<file path="src/lda_pkg.sv">
// Shared constants for the laser drive control block.
`default_nettype none
package lda_pkg;
  // Register offsets
  localparam logic [7:0] SETUP_OFFSET      = 8'h1A;
  localparam logic [7:0] LEVEL_OFFSET      = 8'h1C;
  localparam logic [7:0] LEVEL_INV_OFFSET  = 8'h1D;
  localparam logic [7:0] SETUP_INV_OFFSET  = 8'h1F;
  localparam logic [7:0] STATUS_OFFSET     = 8'h3F;

  // Field positions in the setup pair
  localparam int RANGE_BIT     = 7;
  localparam int MATCH_BIT     = 5;
  localparam int MODE_LSB      = 1;
  localparam int MODE_MSB      = 3;

  // Mode code that selects continuous drive
  localparam logic [2:0] CAL_MODE_CODE = 3'h5;

  // Status register bit positions
  localparam int STAT_FAULT    = 0;
  localparam int STAT_VALID    = 1;
  localparam int STAT_CW       = 2;
  localparam int STAT_TEST     = 3;

  // Reset values: nothing is retained, all pairs start mismatched
  localparam logic [7:0] SETUP_RESET      = 8'h00;
  localparam logic [7:0] SETUP_INV_RESET  = 8'h00;
  localparam logic [7:0] LEVEL_RESET      = 8'h00;
  localparam logic [7:0] LEVEL_INV_RESET  = 8'h00;

  // Timing
  localparam int CLK_MHZ           = 25;
  localparam int PULSE_PERIOD_NS   = 8000;
  localparam int PULSE_ON_NS       = 2000;
  localparam int TEST_PERIOD_NS    = 40000;
  localparam int TEST_SETTLE_NS    = 160;
  localparam int PULSE_PERIOD_CYC  = (PULSE_PERIOD_NS * CLK_MHZ) / 1000;
  localparam int PULSE_ON_CYC      = (PULSE_ON_NS * CLK_MHZ + 999) / 1000;
  localparam int TEST_PERIOD_CYC   = (TEST_PERIOD_NS * CLK_MHZ) / 1000;
  localparam int TEST_SETTLE_CYC   = (TEST_SETTLE_NS * CLK_MHZ + 999) / 1000;

  // Self-test states, Gray along idle, pull, check
  typedef enum logic [1:0] {
    ST_IDLE  = 2'b00,
    ST_PULL  = 2'b01,
    ST_CHECK = 2'b11,
    ST_FAULT = 2'b10
  } lda_test_state_t;
endpackage : lda_pkg
`default_nettype wire
</file>
<file path="src/lda_fault_mon.sv">
// Laser pin fault detector with periodic self-test.
`timescale 1ns/10ps
`default_nettype none
module lda_fault_mon (
  input  wire logic ref_clk,
  input  wire logic resetn,
  input  wire logic pin_ground,
  output var  logic test_active_q,
  output var  logic test_pull_q,
  output var  logic fault_q
);

  lda_pkg::lda_test_state_t state_q;
  logic [15:0]              period_cnt_q;
  logic [7:0]               settle_cnt_q;
  logic                     period_done;
  logic                     pull_tail_q;
  logic                     ground_seen;

  assign period_done = (period_cnt_q == 16'(lda_pkg::TEST_PERIOD_CYC - 1));

  // Own pull lingers on the pin one cycle after a test; not a short
  assign ground_seen = pin_ground && !pull_tail_q;

  always_ff @(posedge ref_clk or negedge resetn) begin
    if (!resetn) begin
      pull_tail_q <= 1'b0;
    end else begin
      pull_tail_q <= test_pull_q;
    end
  end

  // Period divider that launches a test
  always_ff @(posedge ref_clk or negedge resetn) begin
    if (!resetn) begin
      period_cnt_q <= 16'h0000;
    end else if (period_done) begin
      period_cnt_q <= 16'h0000;
    end else begin
      period_cnt_q <= period_cnt_q + 16'h0001;
    end
  end

  always_ff @(posedge ref_clk or negedge resetn) begin
    if (!resetn) begin
      state_q      <= lda_pkg::ST_IDLE;
      settle_cnt_q <= 8'h00;
    end else begin
      case (state_q)
        lda_pkg::ST_IDLE: begin
          settle_cnt_q <= 8'h00;
          if (ground_seen) begin
            state_q <= lda_pkg::ST_FAULT;
          end else if (period_done) begin
            state_q <= lda_pkg::ST_PULL;
          end
        end
        lda_pkg::ST_PULL: begin
          settle_cnt_q <= settle_cnt_q + 8'h01;
          if (settle_cnt_q == 8'(lda_pkg::TEST_SETTLE_CYC - 1)) begin
            state_q <= lda_pkg::ST_CHECK;
          end
        end
        lda_pkg::ST_CHECK: begin
          // Pin must follow the internal pull; a pin held high is a short
          if (pin_ground) begin
            state_q <= lda_pkg::ST_IDLE;
          end else begin
            state_q <= lda_pkg::ST_FAULT;
          end
        end
        lda_pkg::ST_FAULT: begin
          state_q <= lda_pkg::ST_FAULT;
        end
        default: begin
          state_q <= lda_pkg::ST_FAULT;
        end
      endcase
    end
  end

  // Registered view of the state
  always_ff @(posedge ref_clk or negedge resetn) begin
    if (!resetn) begin
      test_active_q <= 1'b0;
      test_pull_q   <= 1'b0;
      fault_q       <= 1'b0;
    end else begin
      test_active_q <= (state_q == lda_pkg::ST_IDLE && !ground_seen && period_done) ||
                       (state_q == lda_pkg::ST_PULL) ||
                       (state_q == lda_pkg::ST_CHECK && pin_ground);
      test_pull_q   <= (state_q == lda_pkg::ST_IDLE && !ground_seen && period_done) ||
                       (state_q == lda_pkg::ST_PULL);
      fault_q       <= (state_q == lda_pkg::ST_FAULT) ||
                       (state_q == lda_pkg::ST_IDLE && ground_seen) ||
                       (state_q == lda_pkg::ST_CHECK && !pin_ground);
    end
  end

endmodule : lda_fault_mon
`default_nettype wire

</file>
<file path="src/lda_laser_drive.sv">
// Laser drive control: settings registers, drive shaping and fault shutdown.
// Notes on behaviour
// - Drive laser in pulses normally; drive continuously in calibration mode.
// - Setup bit 7 picks current range; zero low, one high.
// - Inverse setup bit 7 holds complement of range bit; host writes it.
// - Setup bit 5 is bin match bit, written by host for fitted laser.
// - Inverse setup bit 5 holds complement of bin match bit.
// - Calibration code in setup bits 3..1 gives full duty cycle drive.
// - Eight-bit current level with inverse partner; zero gives minimum current.
// - Settings are not kept over reset; host restores them afterward.
// - Ground path on drive pin stops current and raises enable-low output.
// - Periodic self-test pulls pin low with laser off; failure reports fault.
`timescale 1ns/10ps
`default_nettype none
module lda_laser_drive (
  input  wire logic       ref_clk,
  input  wire logic       resetn,
  input  wire logic [7:0] reg_addr,
  input  wire logic [7:0] reg_wdata,
  input  wire logic       reg_wr,
  input  wire logic       reg_rd,
  output var  logic [7:0] reg_rdata_q,
  output var  logic       reg_rvalid_q,
  input  wire logic       laser_pin_ground,
  output var  logic       laser_drive_on_q,
  output var  logic [7:0] laser_current_q,
  output var  logic       laser_range_high_q,
  output var  logic       laser_cw_q,
  output var  logic       laser_enable_low_q,
  output var  logic       laser_test_pull_q,
  output var  logic       laser_fault_q
);

  // Address decode shared by write and read paths
  function automatic logic [4:0] lda_decode(input logic [7:0] addr);
    logic [4:0] sel;
    sel = 5'h00;
    case (addr)
      lda_pkg::SETUP_OFFSET:     sel = 5'h01;
      lda_pkg::LEVEL_OFFSET:     sel = 5'h02;
      lda_pkg::LEVEL_INV_OFFSET: sel = 5'h04;
      lda_pkg::SETUP_INV_OFFSET: sel = 5'h08;
      lda_pkg::STATUS_OFFSET:    sel = 5'h10;
      default:                   sel = 5'h00;
    endcase
    return sel;
  endfunction : lda_decode

  // True when the field and its partner are exact complements
  function automatic logic lda_pair_ok(input logic [7:0] a, input logic [7:0] b, input logic [7:0] mask);
    return ((a ^ b) & mask) == mask;
  endfunction : lda_pair_ok

  localparam logic [7:0] RANGE_MASK = 8'h01 << lda_pkg::RANGE_BIT;
  localparam logic [7:0] MATCH_MASK = 8'h01 << lda_pkg::MATCH_BIT;
  localparam logic [7:0] MODE_MASK  = 8'h0E;
  localparam logic [7:0] FULL_MASK  = 8'hFF;

  logic [7:0]  setup_q;
  logic [7:0]  setup_inv_q;
  logic [7:0]  level_q;
  logic [7:0]  level_inv_q;
  logic [4:0]  wr_sel;
  logic [4:0]  rd_sel;
  logic        range_ok;
  logic        match_ok;
  logic        mode_ok;
  logic        level_ok;
  logic        settings_valid;
  logic        cal_mode;
  logic [7:0]  pulse_cnt_q;
  logic        pulse_phase;
  logic        test_active;
  logic        test_pull;
  logic        fault;
  logic [7:0]  status_word;

  assign wr_sel = lda_decode(reg_addr);
  assign rd_sel = lda_decode(reg_addr);

  // Setup register
  always_ff @(posedge ref_clk or negedge resetn) begin
    if (!resetn) begin
      setup_q <= lda_pkg::SETUP_RESET;
    end else if (reg_wr && wr_sel[0]) begin
      setup_q <= reg_wdata;
    end
  end

  // Inverse setup register
  always_ff @(posedge ref_clk or negedge resetn) begin
    if (!resetn) begin
      setup_inv_q <= lda_pkg::SETUP_INV_RESET;
    end else if (reg_wr && wr_sel[3]) begin
      setup_inv_q <= reg_wdata;
    end
  end

  // Current level register
  always_ff @(posedge ref_clk or negedge resetn) begin
    if (!resetn) begin
      level_q <= lda_pkg::LEVEL_RESET;
    end else if (reg_wr && wr_sel[1]) begin
      level_q <= reg_wdata;
    end
  end

  // Inverse current level register
  always_ff @(posedge ref_clk or negedge resetn) begin
    if (!resetn) begin
      level_inv_q <= lda_pkg::LEVEL_INV_RESET;
    end else if (reg_wr && wr_sel[2]) begin
      level_inv_q <= reg_wdata;
    end
  end

  // Pair checks gate the drive, current, range and continuous outputs; enable-low and test pull ignore them
  assign range_ok       = lda_pair_ok(setup_q, setup_inv_q, RANGE_MASK);
  assign match_ok       = lda_pair_ok(setup_q, setup_inv_q, MATCH_MASK);
  assign mode_ok        = lda_pair_ok(setup_q, setup_inv_q, MODE_MASK);
  assign level_ok       = lda_pair_ok(level_q, level_inv_q, FULL_MASK);
  assign settings_valid = range_ok && match_ok && mode_ok && level_ok;

  assign cal_mode = (setup_q[lda_pkg::MODE_MSB:lda_pkg::MODE_LSB] == lda_pkg::CAL_MODE_CODE);

  // Pulse divider for normal drive
  always_ff @(posedge ref_clk or negedge resetn) begin
    if (!resetn) begin
      pulse_cnt_q <= 8'h00;
    end else if (pulse_cnt_q == 8'(lda_pkg::PULSE_PERIOD_CYC - 1)) begin
      pulse_cnt_q <= 8'h00;
    end else begin
      pulse_cnt_q <= pulse_cnt_q + 8'h01;
    end
  end

  assign pulse_phase = (pulse_cnt_q < 8'(lda_pkg::PULSE_ON_CYC));

  // Fault detection and self-test
  lda_fault_mon u_fault_mon (
    .ref_clk       (ref_clk),
    .resetn        (resetn),
    .pin_ground    (laser_pin_ground),
    .test_active_q (test_active),
    .test_pull_q   (test_pull),
    .fault_q       (fault)
  );

  // Drive outputs
  always_ff @(posedge ref_clk or negedge resetn) begin
    if (!resetn) begin
      laser_drive_on_q   <= 1'b0;
      laser_current_q    <= 8'h00;
      laser_range_high_q <= 1'b0;
      laser_cw_q         <= 1'b0;
    end else if (fault || test_active || !settings_valid) begin
      laser_drive_on_q   <= 1'b0;
      laser_current_q    <= 8'h00;
      laser_range_high_q <= 1'b0;
      laser_cw_q         <= 1'b0;
    end else begin
      laser_drive_on_q   <= cal_mode || pulse_phase;
      laser_current_q    <= level_q;
      laser_range_high_q <= setup_q[lda_pkg::RANGE_BIT];
      laser_cw_q         <= cal_mode;
    end
  end

  // Enable-low output and self-test pull
  always_ff @(posedge ref_clk or negedge resetn) begin
    if (!resetn) begin
      laser_enable_low_q <= 1'b1;
      laser_test_pull_q  <= 1'b0;
      laser_fault_q      <= 1'b0;
    end else begin
      laser_enable_low_q <= fault || test_active;
      laser_test_pull_q  <= test_pull;
      laser_fault_q      <= fault;
    end
  end

  always_comb begin
    status_word                    = 8'h00;
    status_word[lda_pkg::STAT_FAULT] = fault;
    status_word[lda_pkg::STAT_VALID] = settings_valid;
    status_word[lda_pkg::STAT_CW]    = laser_cw_q;
    status_word[lda_pkg::STAT_TEST]  = test_active;
  end

  // Read port; unmapped addresses read zero
  always_ff @(posedge ref_clk or negedge resetn) begin
    if (!resetn) begin
      reg_rdata_q  <= 8'h00;
      reg_rvalid_q <= 1'b0;
    end else begin
      reg_rvalid_q <= reg_rd;
      if (reg_rd) begin
        case (rd_sel)
          5'h01:   reg_rdata_q <= setup_q;
          5'h02:   reg_rdata_q <= level_q;
          5'h04:   reg_rdata_q <= level_inv_q;
          5'h08:   reg_rdata_q <= setup_inv_q;
          5'h10:   reg_rdata_q <= status_word;
          default: reg_rdata_q <= 8'h00;
        endcase
      end
    end
  end

endmodule : lda_laser_drive
`default_nettype wire

</file>
<file path="config.mk">
export PLATFORM = sky130hd
export DESIGN_NAME = lda_laser_drive
export DESIGN_NICKNAME = d
export VERILOG_FILES = /design/src/lda_pkg.sv /design/src/lda_fault_mon.sv /design/src/lda_laser_drive.sv
export SDC_FILE = /design/constraint.sdc
export NUM_CORES = 1
export LEC_CHECK = 0
export CORE_MARGIN = 4
export CORE_UTILIZATION = 45
export CTS_CLUSTER_SIZE = 25
export DETAILED_ROUTE_END_ITERATION = 12
export DONT_BUFFER_PORTS = 1
export MAX_ROUTING_LAYER = met4
export PLACE_DENSITY_LB_ADDON = 0.1
export SLEW_MARGIN = 30
export SYNTH_ARGS = -nofsm -noshare
export SYNTH_HDL_FRONTEND = slang
export SYNTH_SLANG_ARGS = --single-unit
</file>
<file path="constraint.sdc">
create_clock -name ref_clk -period 1.45 [get_ports ref_clk]
set_input_delay 0.29 -clock ref_clk [delete_from_list [all_inputs] [get_ports ref_clk]]
set_output_delay 0.29 -clock ref_clk [all_outputs]
set_load 0.02 [all_outputs]
</file>
## Word level (Yosys, flattened, before mapping)

Index checks and enable logic that the tools add are counted.

- Word-level logic and storage cells: 88
- Output and inout port bits: 23
- Bits in registers: 92
- Input port bits: 21

- Multiplexer cells: 14
- Bitwise operators: 2
- Reductions and logical operators: 27
- Equal/unequal tests: 21
- $add $sub $neg: 3
- Order comparisons: 1

Operators by type and width:

| cell | count |
|---|---|
| one-hot mux 8 bit (5 select lines) | 1 |
| == test 8 x 5 -> 1 bit (second input constant) | 4 |
| one-hot mux 5 bit (5 select lines) | 1 |
| adder 16 x 1 -> 16 bit (second input constant) | 1 |
| adder 8 x 1 -> 8 bit (second input constant) | 2 |
| == test 16 x 10 -> 1 bit (second input constant) | 1 |
| == test 8 bit (second input constant) | 2 |
| two-way mux 16 bit | 1 |
| two-way mux 8 bit | 2 |
| one-hot mux 8 bit (2 select lines) | 1 |
| XOR 8 bit | 2 |
| logical AND 1 bit | 13 |
| == test 8 x 2 -> 1 bit (second input constant) | 1 |
| == test 8 x 6 -> 1 bit (second input constant) | 1 |
| less-than comparator 8 x 6 -> 1 bit (second input constant) | 1 |
| two-way mux 2 bit | 4 |
| one-hot mux 2 bit (4 select lines) | 1 |
| logical OR 1 bit | 7 |
| == test 3 bit (second input constant) | 2 |
| == test 5 x 1 -> 1 bit (second input constant) | 1 |
| == test 5 x 2 -> 1 bit (second input constant) | 1 |
| == test 5 x 3 -> 1 bit (second input constant) | 1 |
| == test 5 x 4 -> 1 bit (second input constant) | 1 |
| == test 5 bit (second input constant) | 1 |
| other kinds (9) | 15 |

## Depth between registers and ports, before layout

Gate-level depths: netlist (run 1).

- Word-level depth: 7
- Mapped depth: 7
- Mapped depth without buffers: 6

## By module

A second synthesis (run 1) with hierarchy kept.

- Cells, all modules: 367
- Area, all modules: 4,351.7 µm²

Modules (own cells, without submodules):

| module | area each (µm²) | instances | cells an instance | sequential area each (µm²) |
|---|---|---|---|---|
| lda_laser_drive | 2,916.5 | 1 | 236 | 1,577.8 |
| lda_fault_mon | 1,435.1 | 1 | 131 | 750.7 |

## Worst setup path before layout (run 1)

Ideal clock, no wire load.

- Path type: in2reg
- From: in reg_addr[7]
- To: reg level_q[0]
- Stages: 6
- Data arrival time: 1.372 ns
- Required time: 1.325 ns
- Setup time: 0.125 ns
- Setup slack: -0.046 ns
- Buffers on the path: 1
- Cells stage by stage: nor3b_2 -> and3_1 -> buf_4 -> nand2_1 -> nor2_4 -> mux2_2

- Cells in the longest elaborated chain, start to end: 3
- Elaborated cells between the ends (all ways): 7
- Classes of those cells: 5 x eq/ne; 1 x mux; 1 x reduce/logical

RTL lines:

| what | line | source |
|---|---|---|
| start: declaration | lda_laser_drive.sv:18 | `input wire logic [7:0] reg_addr,` |
| == test 8 x 6 -> 1 bit or == test 8 x 5 -> 1 bit (tied branches) | lda_laser_drive.sv:38 | `case (addr)` |
| one-hot mux 5 bit (5 select lines) (*) | n/a |  |
| logical AND 1 bit (*) | lda_laser_drive.sv:103 | `end else if (reg_wr && wr_sel[1]) begin` |
| end signal: assignment | lda_laser_drive.sv:102 | `level_q <= lda_pkg::LEVEL_RESET;` |
| end signal: assignment | lda_laser_drive.sv:104 | `level_q <= reg_wdata;` |
| end: declaration | lda_laser_drive.sv:61 | `logic [7:0] level_q;` |

Every way passes the cells marked *; elsewhere a longest branch is shown, timed or not.
A chain may end at the register's enable or synchronous reset.

## Final worst setup path (run 1)

- From: reg level_inv_q[3]
- To: reg laser_current_q[1]

- Cells in the longest elaborated chain, start to end: 6

RTL lines:

| what | line | source |
|---|---|---|
| start: declaration | lda_laser_drive.sv:62 | `logic [7:0] level_inv_q;` |
| start signal: assignment | lda_laser_drive.sv:111 | `level_inv_q <= lda_pkg::LEVEL_INV_RESET;` |
| start signal: assignment | lda_laser_drive.sv:113 | `level_inv_q <= reg_wdata;` |
| XOR 8 bit | lda_laser_drive.sv:51 | `return ((a ^ b) & mask) == mask;` |
| == test 8 bit | lda_laser_drive.sv:51 |  |
| logical AND 1 bit | lda_laser_drive.sv:122 | `assign settings_valid = range_ok && match_ok && mode_ok && level_ok;` |
| zero test 1 bit | lda_laser_drive.sv:156 | `end else if (fault \|\| test_active \|\| !settings_valid) begin` |
| logical OR 1 bit | lda_laser_drive.sv:156 |  |
| two-way mux 8 bit | lda_laser_drive.sv:156 |  |
| end signal: assignment | lda_laser_drive.sv:163 | `laser_current_q <= level_q;` |
| end: declaration | lda_laser_drive.sv:26 | `output var logic [7:0] laser_current_q,` |

No other way between the ends.

==> summary.md, run 1 <==
| Metric | Value |
|---|---|
| Distinct cells, synth | `53` |
| Max Clock Freq | `599.2 MHz` |
| Max clock buf depth | `2` |
| Slew HR | `66.27%` |
| Largest net degree at the start of global routing | `93` |
| Post-Route Setup TNS | `-2222 ps` |
| Die Area | `10,790 µm²` |
| Storage cell area | `2305 µm²` |
| Non-Filler Instances | `524` |
| Area growth from synthesis to layout | `22.08%` |
| Port buffer count | `0` |
| Final ANT Viol Nets | `0` |
| Leak pwr | `2.462 nW` |
| Violated checks | `negative hold slack, negative setup slack` |
| TritonRoute pass-1 iters | `4` |
| Commonest cells post-synth | `dfrtp_1, mux2_2, xor2_1, nor2_1, nand3_1` |
| Max IR drop VDD | `0.5764 mV` |
| Worst setup EP type | `register` |
| RSZ-0062 raised after global routing | `true` |
| Post-DR wirelength/cell | `16.58 µm` |
| Post-Syn Instances | `347` |
| Worst EP arrival | `1960 ps` |
| Area of the multi-input gates | `1852 µm²` |
| Cell Area, Placed | `4646 µm²` |
| Post-Syn Area per Cell | `11.92 µm²` |
| Drt via density | `5.326` |
| Total GRT Usage | `17.28%` |
| Synth Warn # | `0` |
| Tmin final | `1669 ps` |
| RD Place Congestion | `0.8369` |
| Synth async-reset ratio | `100.0%` |
| Count leader, synth | `dfrtp_1` |
| Ant. Diodes | `0` |
| Core footprint | `8848 µm²` |
| Post-Syn Area | `4136 µm²` |
| Count of final hold-check violations | `92` |
| Status | `finished, violations left` |
| Worst setup SP type | `register` |
| Crit Path Category | `register to register` |
| Biggest area consumer among synthesized cells | `dfrtp_1` |
| Worst-path clk slew | `90 ps` |
| Place WS | `-250.8 ps` |
| Final Instance Area | `5050 µm²` |
| Routed via count | `2,791` |
| Fillers | `768` |
| Post-Route Skew | `8.521 ps` |
| Max-slew violations | `0` |
| Setup-failing EPs final | `13` |
| Clock sink count | `92` |
| DP Cell Count | `499` |
| Chip width | `103.9 µm` |
| CP required | `1750 ps` |
| Worst hold margin | `-379.7 ps` |
| Hold-fix buffers at CTS | `1` |
| Worst Tran Pin Value | `505.0 ps` |
| #FFs+latches synth | `92` |
| CTS tree | `built` |
| CTS Buf Count | `9` |
| Initial Utilization | `46.75%` |
| Synth top area cells | `dfrtp_1, mux2_2, xor2_1` |
| Drt initial violations | `77` |
| HPWL Detailed | `6.122 mm` |
| Root buffer cell | `clkbuf_8` |
| Final period utilization | `115.1%` |
| Max_cap viols | `0` |
| Synth top area share | `55.05%` |
| Worst skew pair latency | `350 ps` |
| First-pass GRT wire length | `14.52 mm` |
| Post-synth EDFFs | `0` |
| DRC viols | `0` |
| Initial antenna violation count | `0` |
| Hold/Removal Path Class | `input port to async pin` |
| Clock H-tree levels | `3` |
| Post-Syn Nets | `371` |
| Top FF cell, synth | `dfrtp_1` |
| Overflow after GRT | `0` |
| Routed Wire Length | `8.688 mm` |
| Io pins | `44` |
| Layout cell share with drive strength beyond 1 | `33.89%` |
| Final WS setup | `-218.9 ps` |
| Die span in y | `103.9 µm` |
| Vias in the first global route | `2,876` |
| Site Rows | `34` |
| Critical-path maximum fanout | `7` |
| PwrDens | `954.5 nW/µm²` |
| Post-synthesis sequential area ratio | `55.69%` |
| Nets@finish | `435` |
path summary, 6_finish.rpt:
path | slack, ps | endpoint | cells past startpoint | start
max | -220 | laser_current_q[1]$_DFF_PN0_ | 6 | level_inv_q[3]$_DFFE_PN0P_
min | -380 | pulse_cnt_q[5]$_DFF_PN0_ | 0 | resetn
max reg2reg | -220 | laser_current_q[1]$_DFF_PN0_ | 6 | level_inv_q[3]$_DFFE_PN0P_
min reg2reg | 370 | u_fault_mon.pull_tail_q$_DFF_PN0_ | 0 | u_fault_mon.test_pull_q$_DFF_PN0_
max in group asynchronous | 1620 | laser_enable_low_q$_DFF_PN1_ | 0 | resetn
min in group ref_clk | 40 | reg_rdata_q[6]$_DFFE_PN0P_ | 1 | reg_rd
sequential cells by signal, summed over array words and instances, names as in the netlist, 2 cells and up:
register / cells
setup_q: 8
reg_rdata_q: 8
level_inv_q: 8
laser_current_q: 8
pulse_cnt_q: 8
u_fault_mon.period_cnt_q: 16
level_q: 8
u_fault_mon.state_q: 2
u_fault_mon.settle_cnt_q: 8
setup_inv_q: 8
per-stage QoR:
| stage | utilization, % | hold WS (ps) | power, mW |
|---|---|---|---|
| 2_1_floorplan | - | -5.591 | 2.810 |
| 3_3_place_gp | 52.50 | -3.299 | 2.882 |
| 3_5_place_dp | 52.50 | -3.263 | 2.886 |
| 4_1_cts | 55.98 | -396.7 | 4.902 |
| 5_1_grt | 57.07 | -405.6 | 5.024 |
| 6_report | 57.07 | -379.7 | 4.820 |
where the power goes:
part / internal, mW / total (mW) / switching (mW)
clock: 1.11 / 1.98 / 0.868
combinational: 0.120 / 0.198 / 0.0775
sequential: 2.61 / 2.64 / 0.0330
critical path: stages (launching register included):
cell and delay, ps:
dfrtp_1 400, xor2_1 220, nand4_1 170, nor4_4 300, and2b_2 250, buf_6 140, and2_4 140
layout make-up:
| class | instances | share of cell area, % |
|---|---|---|
| Multi-Input combinational cell | 238 | 36.67 |
| Inverter | 9 | 0.6690 |
| Timing Repair Buffer | 61 | 9.663 |
| Clock buffer | 13 | 3.345 |
| Clock inverter | 3 | 1.338 |
| Tap cell | 108 | 2.676 |
| Sequential cell | 92 | 45.64 |
timing repair:
action | CTS | global route
endpoints found under the setup margin | 24 | 32
pin swaps | 14 | 13
setup buffers | 2 | 8
gates resized for setup | 13 | 17
endpoints found under the hold margin | 93 | 92
cells by family after synthesis:
logic type	count (synthesis)	synth area share (%)
buffers and inverters	17	1.815
multiplexers	40	10.65
AND/OR/NAND/NOR	119	16.58
adder cells (fa/ha/maj)	3	0.9075
flip-flops	92	55.69
XOR/XNOR	34	7.199
AO/OA/AOI/OAI	42	7.169
layer usage:
metal	vias up	global-route usage (%)	routed length, µm
li1	1355	-	-
met1	1372	22.61	3950
met2	51	26.56	4186
met3	13	3.973	412
met4	0	6.078	138
met5	-	-	0
cells in the final DEF, fill, tap and decap left out, types with 3 or more instances in the layout:
cell type,count
dfrtp_1,90
buf_4,55
mux2_2,31
xor2_1,22
nand3_1,18
nand2_1,16
nor2_1,16
clkbuf_8,12
xnor2_1,11
inv_1,9
nor2b_1,8
and2_1,8
mux2i_1,8
nand4_1,7
and3_1,7
o22ai_1,6
nor2_2,5
a21oi_1,5
and2_4,5
a22oi_1,5
o21ai_0,4
o22a_1,4
buf_6,4
nor3_1,3
o21ai_1,3
a221o_1,3
Power figures use the tool's default switching activity.
==> run 2, diff against run 1 <==
--- a/config.mk
+++ b/config.mk
@@ -10,6 +10,7 @@
 export CTS_CLUSTER_SIZE = 25
 export DETAILED_ROUTE_END_ITERATION = 12
 export DONT_BUFFER_PORTS = 1
+export HOLD_SLACK_MARGIN = 0.1
 export MAX_ROUTING_LAYER = met4
 export PLACE_DENSITY_LB_ADDON = 0.1
 export SLEW_MARGIN = 30
==> summary.md, run 2 (same netlist as run 1, synthesis figures left out) <==
| Metric | Value |
|---|---|
| Crit path launch | `level_inv_q[3]$_DFFE_PN0P_` |
| Crit Path Category | `register to register` |
| Overflow after GRT | `0` |
| Post-DR wirelength/cell | `16.50 µm` |
| Clock H-tree levels | `3` |
| PwrDens | `943.9 nW/µm²` |
| Drt initial violations | `90` |
| Setup-failing EPs final | `13` |
| Max FFs per register | `16` |
| CTS Buf Count | `9` |
| Routed Wire Length | `8.797 mm` |
| Site Rows | `34` |
| Vias in the first global route | `2,933` |
| Port buffer count | `0` |
| Largest net degree at the start of global routing | `93` |
| Max clock buf depth | `2` |
| Initial Utilization | `46.75%` |
| Violated checks | `negative hold slack, negative setup slack` |
| Crit-path max cell delay | `390 ps` |
| Status | `finished, violations left` |
| Crit path max-delay family | `simple AND/OR/NAND/NOR gates` |
| Commonest non-fill, non-tap cell in the layout | `dfrtp_1` |
| Hold/Removal Path Class | `input port to async pin` |
| Max_cap viols | `0` |
| Critical-path maximum fanout | `7` |
| First-pass GRT wire length | `14.67 mm` |
| Io pins | `44` |
| Place WS | `-250.8 ps` |
| Worst reg2reg startpoint | `level_inv_q[3]$_DFFE_PN0P_` |
| Worst setup SP type | `register` |
| Nets@finish | `444` |
| Area growth from synthesis to layout | `24.32%` |
| Routed via count | `2,838` |
| Clock sink count | `92` |
| Total power | `4.854 mW` |
| Count of final hold-check violations | `92` |
| Worst-path clk slew | `90 ps` |
| Total GRT Usage | `17.37%` |
| Max Clock Freq | `597.8 MHz` |
| Post-Route Skew | `8.040 ps` |
| Crit path cell chain | `xor2_1 -> nand4_1 -> nor4_4 -> and2b_2 -> buf_6 -> and2_4` |
| DP Cell Count | `499` |
| RSZ-0062 raised after global routing | `true` |
| Non-Filler Instances | `533` |
| Worst setup EP type | `register` |
| Worst EP arrival | `1970 ps` |
| Die span in y | `103.9 µm` |
| Ant. Diodes | `0` |
| Worst skew pair latency | `350 ps` |
| Core footprint | `8848 µm²` |
| Post-Route Setup TNS | `-2278 ps` |
| CTS tree | `built` |
| Chip width | `103.9 µm` |
| DRC viols | `0` |
| Max IR drop VDD | `0.5765 mV` |
| Tmin final | `1673 ps` |
| Fillers | `755` |
| Hold-fix buffers at CTS | `10` |
| Worst Tran Pin Value | `503.4 ps` |
| Final period utilization | `115.4%` |
| CP max-delay cell | `dfrtp_1` |
| Root buffer cell | `clkbuf_8` |
| Max-slew violations | `0` |
| CP Buf/Inv Count | `1` |
| Die Area | `10,790 µm²` |
| Leak pwr | `2.508 nW` |
| RD Place Congestion | `0.8369` |
| Layout cell share with drive strength beyond 1 | `33.18%` |
| Worst hold margin | `-379.7 ps` |
| Initial antenna violation count | `0` |
| Final ANT Viol Nets | `0` |
| CP required | `1750 ps` |
| TritonRoute pass-1 iters | `5` |
| Commonest non-fill, non-tap cells in the layout | `dfrtp_1, buf_4, mux2_2, xor2_1, nand3_1` |
| HPWL Detailed | `6.122 mm` |
| Drt via density | `5.325` |
| Final WS setup | `-222.9 ps` |
| Top reg by flops | `u_fault_mon.period_cnt_q` |
| Slew HR | `66.37%` |
run 2: area by class of cell:
class                   count  area (µm²)  share of cell area, %
flip-flops and latches     92        2305                  44.82
clock buffers              13       168.9                  3.285
repair buffers             70       580.6                  11.29
multi-input cells         238        1852                  36.01
clock inverters             3       67.56                  1.314
inverters                   9       33.78                 0.6569
well taps                 108       135.1                  2.628
run 2: power by group:
part           total [mW]  internal [mW]  leakage, nW  switching, mW
combinational       0.231          0.137         1.16         0.0938
clock                1.98           1.11        0.116          0.868
sequential           2.64           2.61         1.23         0.0335
run 2: what timing repair did:
action / in CTS / in global routing
resized for setup: 13 / 18
pin swaps: 14 / 13
endpoints found under the hold margin: 131 / 92
buffers inserted: 2 / 8
cloned: 0 / 0
setup endpoints to repair: 24 / 32
run 2: routing by layer:
layer / GRT usage (%) / vias to the layer above / share of wire [%]
met2: 26.97 / 47 / 49
met4: 6.078 / 0 / 1.7
met1: 22.93 / 1406 / 46
met5: - / - / 0
li1: - / 1371 / -
met3: 3.352 / 14 / 3.5
run 2: path summary, 6_finish.rpt:
path	slack, ps	cells after the start	endpoint
max in group asynchronous	1620	0	laser_enable_low_q$_DFF_PN1_
max reg2reg	-220	6	laser_current_q[1]$_DFF_PN0_
max	-220	6	laser_current_q[1]$_DFF_PN0_
min	-380	0	pulse_cnt_q[5]$_DFF_PN0_
min reg2reg	370	0	u_fault_mon.pull_tail_q$_DFF_PN0_
min in group ref_clk	190	2	reg_rdata_q[6]$_DFFE_PN0P_
run 2: per-stage QoR:
stage / utilization [%] / instance area (µm²)
6_report: 58.12 / 5142
5_1_grt: 58.12 / 5142
4_1_cts: 57.00 / 5044
3_5_place_dp: 52.50 / 4646
3_3_place_gp: 52.50 / 4646
2_1_floorplan: - / 4153
